[config.mk]
export PLATFORM = sky130hd
export DESIGN_NAME = interrupt_flag_priority_slice
export DESIGN_NICKNAME = d
export VERILOG_FILES = /design/src/design/irq_slice_pkg.sv /design/src/design/reg_bus_if.sv /design/src/design/ahb_reg_slave.sv /design/src/design/interrupt_flag_priority_slice.sv /design/src/design/prio_request.sv
export VERILOG_INCLUDE_DIRS = /design/src /design/src/design
export SDC_FILE = /design/constraint.sdc
export NUM_CORES = 1
export LEC_CHECK = 0
export BUFFER_PORTS_ARGS = -buffer_cell sky130_fd_sc_hd__buf_2
export CAP_MARGIN = 20
export CORE_ASPECT_RATIO = 2
export CORE_MARGIN = 8
export CORE_UTILIZATION = 43
export CTS_CLUSTER_SIZE = 10
export DETAILED_ROUTE_END_ITERATION = 10
export PLACE_DENSITY = 0.85
export SYNTH_ARGS = -nofsm -noshare
export SYNTH_HDL_FRONTEND = slang
export SYNTH_SLANG_ARGS = --single-unit
[constraint.sdc]
create_clock -name mclk -period 1.5 [get_ports mclk]
set_input_delay 0.225 -clock mclk [delete_from_list [all_inputs] [get_ports mclk]]
set_output_delay 0.225 -clock mclk [all_outputs]
set_load 0.01 [all_outputs]
[src/design/irq_slice_cfg.svh]
// constants of the interrupt flag and priority slice
// assumes: included by bare name from every design file that needs it

`ifndef IRQ_SLICE_CFG_SVH
`define IRQ_SLICE_CFG_SVH

// ==========================================================
// register byte offsets on the ahb-lite bus
`define OFS_PENDING 8'h00
`define OFS_PRIORITY 8'h04
`define OFS_EV_STATUS 8'h08
`define OFS_EV_CLEAR 8'h0c
`define OFS_EV_ENABLE 8'h10
`define OFS_LSB 0
`define OFS_MSB 7

// ==========================================================
// pending flag positions, implemented mask and reset value
`define BIT_CHARGE_TIME 13
`define BIT_LOW_VOLTAGE 8
`define BIT_CRC_GEN 3
`define BIT_SERIAL_TWO_ERR 2
`define BIT_SERIAL_ONE_ERR 1
`define FLAG_MASK 16'h210e
`define FLAG_RESET 16'h0000

// ==========================================================
// priority fields, reset level and the disabled code
`define PRIO_MASTER_MSB 10
`define PRIO_MASTER_LSB 8
`define PRIO_SLAVE_MSB 6
`define PRIO_SLAVE_LSB 4
`define PRIO_RESET 3'h4
`define PRIO_OFF 3'h0

// ==========================================================
// bus details
`define WORD_ZERO 16'h0000
`define HTRANS_ACTIVE_BIT 1
`define HRESP_OKAY 1'h0

`endif

[src/design/irq_slice_pkg.sv]
// types shared by the interrupt flag and priority slice
// assumes: compiled before every other design file

package irq_slice_pkg;

   // ==========================================================
   // data types
   typedef logic [15:0] reg_word_t;
   typedef logic [2:0] prio_t;
   typedef logic [7:0] reg_ofs_t;

   // ==========================================================
   // register select after address decode
   typedef enum logic [2:0] {
      SEL_PEND = 3'b000,
      SEL_PRIO = 3'b001,
      SEL_STAT = 3'b010,
      SEL_CLR = 3'b011,
      SEL_EN = 3'b100,
      SEL_NONE = 3'b111
   } reg_sel_t;

   // ==========================================================
   // ahb-lite slave transfer states
   typedef enum logic [1:0] {
      ST_IDLE = 2'b00,
      ST_WRITE = 2'b01,
      ST_RWAIT = 2'b10,
      ST_RDONE = 2'b11
   } bus_state_t;

endpackage

[src/design/reg_bus_if.sv]
// carrier between the ahb-lite slave and the register file
// assumes: both ends run on the same clock

`timescale 1ns/10ps

interface reg_bus_if;
   import irq_slice_pkg::*;

   logic wr;
   logic rd;
   reg_ofs_t addr;
   reg_word_t wdata;
   reg_word_t rdata;

   // ==========================================================
   // bus side drives strobes, register side answers with data
   modport bus (output wr, output rd, output addr, output wdata,
      input rdata);
   modport regs (input wr, input rd, input addr, input wdata,
      output rdata);
endinterface

[src/design/ahb_reg_slave.sv]
// ahb-lite slave turning single word transfers into register strobes
// assumes: single slave, hready is this slave's own hreadyout

`timescale 1ns/10ps
`include "irq_slice_cfg.svh"

module ahb_reg_slave (
   // clock and reset
   input wire logic mclk,
   input wire logic reset,
   // ahb-lite slave port
   input wire logic hsel,
   input wire logic [31:0] haddr,
   input wire logic [1:0] htrans,
   input wire logic hwrite,
   input wire logic [31:0] hwdata,
   input wire logic hready,
   output logic [31:0] hrdata,
   output logic hreadyout,
   output logic hresp,
   // register side
   reg_bus_if.bus rbus
);
   import irq_slice_pkg::*;

   bus_state_t state;
   reg_ofs_t addr_q;
   logic take;

   // ==========================================================
   // address phase acceptance
   assign take = hsel && hready && htrans[`HTRANS_ACTIVE_BIT];

   // transfer state: reads pay one wait state so data come from a flop
   always_ff @(posedge mclk) begin
      if (reset) begin
         state <= ST_IDLE;
      end else begin
         unique case (state)
            ST_IDLE, ST_WRITE, ST_RDONE: begin
               if (take) begin
                  state <= hwrite ? ST_WRITE : ST_RWAIT;
               end else begin
                  state <= ST_IDLE;
               end
            end
            ST_RWAIT: begin
               state <= ST_RDONE;
            end
         endcase
      end
   end

   // address held for the data phase
   always_ff @(posedge mclk) begin
      if (reset) begin
         addr_q <= '0;
      end else if (take) begin
         addr_q <= haddr[`OFS_MSB:`OFS_LSB];
      end
   end

   // read data captured in the wait cycle, upper half reads zero
   always_ff @(posedge mclk) begin
      if (reset) begin
         hrdata <= '0;
      end else if (state == ST_RWAIT) begin
         hrdata <= {`WORD_ZERO, rbus.rdata};
      end
   end

   // ==========================================================
   // strobes to the register file
   assign rbus.wr = (state == ST_WRITE);
   assign rbus.rd = (state == ST_RWAIT);
   assign rbus.addr = addr_q;
   assign rbus.wdata = hwdata[15:0]; // upper half ignored
   assign hreadyout = (state != ST_RWAIT);
   assign hresp = `HRESP_OKAY;
endmodule // ahb_reg_slave

[src/design/interrupt_flag_priority_slice.sv]
// interrupt flag status and second i2c priority slice with its bus slave
// assumes: event inputs are one-cycle pulses on mclk from peripherals,
// i2c pending levels come from a flag register kept elsewhere

`timescale 1ns/10ps
`include "irq_slice_cfg.svh"

// Functional notes
// RULE1: an implemented flag reads 1 while its request is pending.
// RULE2: an implemented flag reads 0 when nothing is pending.
// RULE3: second serial port error flag sits at bit 2.
// RULE4: first serial port error flag sits at bit 1.
// RULE5: unimplemented bits read zero and ignore writes.
// RULE6: i2c two master priority field is bits 10 to 8.
// RULE7: i2c two slave priority field is bits 6 to 4.
// RULE8: priority field value is the level, 1 lowest up to 7 highest.
// RULE9: a zero priority field disables the source entirely.
// RULE10: every priority field resets to level 4.
// RULE11: software clears a serviced flag by writing zero to it.
// RULE12: hardware event sets a flag until cleared; writing 1 sets it too.
module interrupt_flag_priority_slice (
   // clock and reset
   input wire logic mclk,
   input wire logic reset,
   // ahb-lite slave port
   input wire logic hsel,
   input wire logic [31:0] haddr,
   input wire logic [1:0] htrans,
   input wire logic hwrite,
   input wire logic [2:0] hsize,
   input wire logic [31:0] hwdata,
   input wire logic hready,
   output logic [31:0] hrdata,
   output logic hreadyout,
   output logic hresp,
   // peripheral request pulses
   input wire logic charge_time_unit_event,
   input wire logic low_voltage_detect_event,
   input wire logic crc_generator_event,
   input wire logic serial_port_two_error_event,
   input wire logic serial_port_one_error_event,
   // second i2c port pending levels
   input wire logic i2c_two_master_pending,
   input wire logic i2c_two_slave_pending,
   // flag and request outputs to the core
   output irq_slice_pkg::reg_word_t pending_flag_registers,
   output logic i2c_two_master_request,
   output irq_slice_pkg::prio_t i2c_two_master_level,
   output logic i2c_two_slave_request,
   output irq_slice_pkg::prio_t i2c_two_slave_level,
   // interrupt line
   output logic irq
);
   import irq_slice_pkg::*;

   localparam reg_word_t flag_mask = `FLAG_MASK;

   reg_bus_if rbus ();

   reg_word_t pending_flags_group_a;
   reg_word_t event_status;
   reg_word_t event_enable;
   reg_word_t hw_event;
   prio_t i2c_two_master_event_priority;
   prio_t i2c_two_slave_event_priority;
   reg_sel_t sel;
   logic wr_pend;
   logic wr_prio;
   logic wr_clear;
   logic wr_enable;
   logic [1:0] gate_pending;
   prio_t gate_level [2];
   logic [1:0] gate_request;
   prio_t gate_out_level [2];

   // ==========================================================
   // address decode, shared by the write strobes and the read mux
   function automatic reg_sel_t decode(input reg_ofs_t ofs);
      unique case (ofs)
         `OFS_PENDING: decode = SEL_PEND;
         `OFS_PRIORITY: decode = SEL_PRIO;
         `OFS_EV_STATUS: decode = SEL_STAT;
         `OFS_EV_CLEAR: decode = SEL_CLR;
         `OFS_EV_ENABLE: decode = SEL_EN;
         default: decode = SEL_NONE;
      endcase
   endfunction

   // ==========================================================
   // bus slave
   ahb_reg_slave u_slave (
      .mclk(mclk),
      .reset(reset),
      .hsel(hsel),
      .haddr(haddr),
      .htrans(htrans),
      .hwrite(hwrite),
      .hwdata(hwdata),
      .hready(hready),
      .hrdata(hrdata),
      .hreadyout(hreadyout),
      .hresp(hresp),
      .rbus(rbus)
   );

   // write strobes per register; hsize is not checked, words only
   assign sel = decode(rbus.addr);
   assign wr_pend = rbus.wr && (sel == SEL_PEND);
   assign wr_prio = rbus.wr && (sel == SEL_PRIO);
   assign wr_clear = rbus.wr && (sel == SEL_CLR);
   assign wr_enable = rbus.wr && (sel == SEL_EN);

   // ==========================================================
   // peripheral pulses placed at their flag positions
   always_comb begin
      hw_event = `FLAG_RESET;
      hw_event[`BIT_CHARGE_TIME] = charge_time_unit_event;
      hw_event[`BIT_LOW_VOLTAGE] = low_voltage_detect_event;
      hw_event[`BIT_CRC_GEN] = crc_generator_event;
      hw_event[`BIT_SERIAL_TWO_ERR] = serial_port_two_error_event; // [RULE3]
      hw_event[`BIT_SERIAL_ONE_ERR] = serial_port_one_error_event; // [RULE4]
   end

   // ==========================================================
   // pending flags and event status, one flop per implemented bit
   for (genvar i = 0; i < 16; i++) begin : g_bit
      if (flag_mask[i]) begin : g_impl
         // event wins over a same-cycle software clear, so none is lost
         always_ff @(posedge mclk) begin
            if (reset) begin
               pending_flags_group_a[i] <= 1'b0; // [RULE2]
            end else if (hw_event[i]) begin
               pending_flags_group_a[i] <= 1'b1; // [RULE1] [RULE12]
            end else if (wr_pend) begin
               // zero clears a serviced flag, one sets it
               pending_flags_group_a[i] <= rbus.wdata[i]; // [RULE11] [RULE12]
            end
         end

         // sticky event status, write one to the clear register
         always_ff @(posedge mclk) begin
            if (reset) begin
               event_status[i] <= 1'b0;
            end else if (hw_event[i]) begin
               event_status[i] <= 1'b1;
            end else if (wr_clear && rbus.wdata[i]) begin
               event_status[i] <= 1'b0;
            end
         end

         // event enable, same layout as the status
         always_ff @(posedge mclk) begin
            if (reset) begin
               event_enable[i] <= 1'b0;
            end else if (wr_enable) begin
               event_enable[i] <= rbus.wdata[i];
            end
         end
      end else begin : g_unimpl
         assign pending_flags_group_a[i] = 1'b0; // [RULE5]
         assign event_status[i] = 1'b0; // [RULE5]
         assign event_enable[i] = 1'b0; // [RULE5]
      end
   end

   assign pending_flag_registers = pending_flags_group_a;

   // ==========================================================
   // priority fields of the second i2c port
   always_ff @(posedge mclk) begin
      if (reset) begin
         i2c_two_master_event_priority <= `PRIO_RESET; // [RULE10]
         i2c_two_slave_event_priority <= `PRIO_RESET; // [RULE10]
      end else if (wr_prio) begin
         // only the two fields store; every other bit is dropped
         i2c_two_master_event_priority <=
            rbus.wdata[`PRIO_MASTER_MSB:`PRIO_MASTER_LSB]; // [RULE6]
         i2c_two_slave_event_priority <=
            rbus.wdata[`PRIO_SLAVE_MSB:`PRIO_SLAVE_LSB]; // [RULE7]
      end
   end

   // ==========================================================
   // read mux; clear register is write only and reads zero
   always_comb begin
      rbus.rdata = `WORD_ZERO;
      unique case (sel)
         SEL_PEND: rbus.rdata = pending_flags_group_a; // [RULE1] [RULE2]
         SEL_PRIO: begin
            rbus.rdata[`PRIO_MASTER_MSB:`PRIO_MASTER_LSB] =
               i2c_two_master_event_priority; // [RULE6] [RULE5]
            rbus.rdata[`PRIO_SLAVE_MSB:`PRIO_SLAVE_LSB] =
               i2c_two_slave_event_priority; // [RULE7] [RULE5]
         end
         SEL_STAT: rbus.rdata = event_status;
         SEL_EN: rbus.rdata = event_enable;
         SEL_CLR: rbus.rdata = `WORD_ZERO;
         default: rbus.rdata = `WORD_ZERO; // unmapped offsets
      endcase
   end

   // ==========================================================
   // priority-gated requests, one per i2c event
   assign gate_pending = {i2c_two_slave_pending, i2c_two_master_pending};
   assign gate_level[0] = i2c_two_master_event_priority;
   assign gate_level[1] = i2c_two_slave_event_priority;

   for (genvar g = 0; g < 2; g++) begin : g_gate
      prio_request u_gate (
         .mclk(mclk),
         .reset(reset),
         .pending(gate_pending[g]),
         .level(gate_level[g]),
         .request(gate_request[g]),
         .req_level(gate_out_level[g])
      );
   end

   assign i2c_two_master_request = gate_request[0]; // [RULE9]
   assign i2c_two_master_level = gate_out_level[0]; // [RULE8]
   assign i2c_two_slave_request = gate_request[1]; // [RULE9]
   assign i2c_two_slave_level = gate_out_level[1]; // [RULE8]

   // ==========================================================
   // interrupt line, registered to keep the output glitch free
   always_ff @(posedge mclk) begin
      if (reset) begin
         irq <= 1'b0;
      end else begin
         irq <= |(event_status & event_enable);
      end
   end
endmodule // interrupt_flag_priority_slice

[src/design/prio_request.sv]
// one priority-gated request toward the processor core
// assumes: pending level and priority are on the same clock

`timescale 1ns/10ps
`include "irq_slice_cfg.svh"

module prio_request (
   // clock and reset
   input wire logic mclk,
   input wire logic reset,
   // source and its priority field
   input wire logic pending,
   input wire irq_slice_pkg::prio_t level,
   // request to the core
   output logic request,
   output irq_slice_pkg::prio_t req_level
);
   import irq_slice_pkg::*;

   // ==========================================================
   // level zero masks the source even with its flag set
   always_ff @(posedge mclk) begin
      if (reset) begin
         request <= 1'b0;
      end else begin
         request <= pending && (level != `PRIO_OFF); // [RULE9]
      end
   end

   // field value is the level itself, 7 highest, 1 lowest
   always_ff @(posedge mclk) begin
      if (reset) begin
         req_level <= `PRIO_OFF;
      end else begin
         req_level <= level; // [RULE8]
      end
   end
endmodule // prio_request

==> results.py <==
metrics = {
    "cts": {
        "clk_pin_slew_worst_paths_ns": 0.10,
        "clock_sinks": 50,
        "cts-htree-levels": 2,
        "root_buffer": "clkbuf_8",
        "cts_hold_buf": 0,
        "cts_tree": "built",
        "worstSkewPairLatency_ns": 0.31,
        "cts_buffers": 5,
        "clock_path_buffers": 2,
    },
    "power_and_ir_drop": {
        "irDropWorstVdd_mv": 0.850,
        "power_density_mw_per_mm2": 909,
        "p_leak_nw": 1.23,
    },
    "global_route": {
        "gr-total-overflow": 0,
        "grt_use_total_pct": 13.8,
        "antenna_found_initial": 0,
        "grt_max_degree": 29,
        "grt_pass1_vias": 1889,
        "grt_pass1_wl_um": 9070,
        "grt.met3_usage_pct": 4.08,
        "use_met2_pct": 21.5,
        "grt_busiest_layer": "met2",
        "gr-usage-met1_pct": 17.5,
    },
    "finish": {
        "layout_common_cells": "55 x buf_2, 48 x dfxtp_1, 34 x conb_1, 20 x a21oi_1, 18 x nand2_1",
        "diodes": 0,
        "postLayoutCoreUtil_pct": 52.0,
        "fin_area_mm2": 0.00277,
        "drive_above_1_share_pct": 33.0,
        "nets": 401,
        "layout_commonest_cell": "buf_2",
        "areaGrowthSynthToFinish_pct": 18.5,
    },
    "floorplan": {
        "die_h_um": 120,
        "ios": 140,
        "start_util_pct": 43.9,
        "dieArea_mm2": 0.00819,
        "core_area_mm2": 0.00533,
        "die_w_um": 68.1,
        "rows": 38,
    },
    "placed_design": {
        "gp_congestion": 0.810,
        "placed_cell_area_mm2": 0.00257,
        "port_buffers": 55,
        "hpwl_um": 4210,
    },
    "route": {
        "drc": 0,
        "ant_nets": 0,
        "wirelength_um": 5810,
        "drt_pass1_iterations": 4,
        "vias": 1946,
        "initialDrtViolationCount": 67,
        "wire_per_inst_um": 15.3,
        "vias_per_cell": 5.11,
    },
    "status": {
        "violations": "setup timing",
        "status": "finished, violations left",
    },
    "critical_path": {
        "criticalPathCategory": "flip-flop to flip-flop",
        "crit_path_start_kind": "flip-flop",
        "reg2reg_slack_ns": -0.03,
        "cp-end-kind": "flip-flop",
        "crit_path_max_fanout": 5,
        "critPathRequiredTime_ns": 1.75,
        "worstPathArrival_ns": 1.78,
    },
    "timing": {
        "fmax_mhz": 653,
        "finClkSkew_ns": 0.0194,
        "setup_violations": 6,
        "report.final.slew_viol_count": 0,
        "fin_setup_tns_ns": -0.0835,
        "fin_crit_ns": 1.53,
        "hold_viol": 0,
        "worst_slack_ns": -0.0306,
        "rsz0062_at_grt": "yes",
        "fin_crit_sh_pct": 102,
    },
    "synth": {
        "synth_cells": 252,
        "avgSynthCellArea_um2": 9.27,
        "syn_area_mm2": 0.00234,
        "synth_cell_types": 39,
        "yosys_register_bits": 50,
        "yosysSeqAreaShare_pct": 42.8,
        "yosys_warnings": 0,
    },
    "min_path": {
        "hold_path.class": "input port to flip-flop",
    },
    "flow_run": {
        "drv_cap": 0,
    },
}
-- state kept, by name, summed over array words and instances, names as in the netlist --
register                       flops
pending_flag_registers             5
g_gate.u_gate.req_level            6
event_status                       5
g_gate.u_gate.request              2
u_slave.rbus.addr                  8
u_slave.hrdata                    10
irq                                1
u_slave.state                      2
i2c_two_slave_event_priority       3
event_enable                       5
i2c_two_master_event_priority      3
-- cells in the mapped netlist --
cell type   n  area, µm²
nor4_1      1       6.26
and4_1      1       8.76
nand2b_1    1       6.26
clkbuf_8    3       41.3
a211o_1     2       17.5
nand4_2     1       12.5
a31oi_1     6       37.5
nand3b_1    1       7.51
a221oi_2    1       15.0
nor2_1     17       63.8
nor2b_1     9       56.3
buf_4      36        270
o21a_1      1       7.51
and2_4      1       8.76
clkbuf_1    4       15.0
and4bb_1    1       12.5
or2_2       1       6.26
nor2b_2     2       17.5
nor3_1      3       15.0
dfxtp_1    50       1000
a211oi_1    1       7.51
a22oi_1     6       45.0
nand2_2     1       6.26
mux2i_1    14        140
o21ai_0    14       70.1
a222oi_1    1       10.0
inv_1       6       22.5
a22o_1      4       35.0
and3_1      1       6.26
buf_6       2       22.5
conb_1      1       3.75
nand3_1    10       50.1
nor4b_2     2       30.0
nand2_1    19       71.3
and4bb_2    1       12.5
nor4_4      2       42.5
o21ai_1     1       5.00
a21oi_1    20        100
nor3b_1     4       30.0
-- layout make-up --
class	instances	area, µm²
repair buffers	72	414
fillers	515	2550
multi-input cells	185	1170
flip-flops and latches	50	1000
well taps	60	75.1
clock inverters	3	18.8
clock buffers	5	68.8
inverters	6	22.5
-- logic make-up after synthesis --
family | after synthesis | share of synthesized area (%)
AO/OA/AOI/OAI | 57 | 15.0
buffers and inverters | 51 | 15.9
flip-flops | 50 | 42.8
multiplexers | 14 | 6.00
other | 1 | 0.160
AND/OR/NAND/NOR | 79 | 20.1
-- routing by layer --
| metal | wire, µm | up-vias |
|---|---|---|
| li1 | - | 947 |
| met1 | 2380 | 899 |
| met2 | 2800 | 92 |
| met3 | 562 | 8 |
| met4 | 70 | 0 |
| met5 | 0 | - |
-- repair_timing --
item,4_1_cts,5_1_grt
resized for setup,2,24
pin swaps,1,8
endpoints found under the setup margin,14,24
cloned,1,0
setup buffers,1,1
-- power by group --
| part | switching (mW) | leakage [nW] | internal, mW |
|---|---|---|---|
| Clock | 0.457 | 0.0483 | 0.329 |
| Sequential | 0.0338 | 0.409 | 1.37 |
| Combinational | 0.199 | 0.776 | 0.133 |
| Total | 0.689 | 1.23 | 1.83 |
-- worst max-delay path: stages (launching register included) --
cell and delay, ns:
dfxtp_2 0.34, buf_6 0.13, nor4_4 0.42, and4bb_2 0.41, a22oi_2 0.07, nor2_1 0.11
-- metrics by stage --
step / total power, mW / hold slack (ns) / setup slack (ns) / std cells
global route: 2.61 / 0.109 / -0.100 / 381
detailed placement: 1.72 / 0.437 / -0.0219 / 370
CTS: 2.50 / 0.110 / -0.0164 / 380
floorplan: 1.68 / 0.343 / 0.161 / 285
finish: 2.52 / 0.114 / -0.0306 / 381
global placement: 1.72 / 0.427 / 0.0124 / 370
-- path summary, 6_finish.rpt --
| path | start | endpoint | cells after the start |
|---|---|---|---|
| min | hwdata[6] | i2c_two_slave_event_priority[2] | 2 |
| min reg2reg | u_slave.hrdata[1] | u_slave.hrdata[1] | 1 |
| max reg2reg | u_slave.rbus.addr[7] | u_slave.hrdata[6] | 5 |
| max | u_slave.rbus.addr[7] | u_slave.hrdata[6] | 5 |
(Power assumes the default switching activity.)
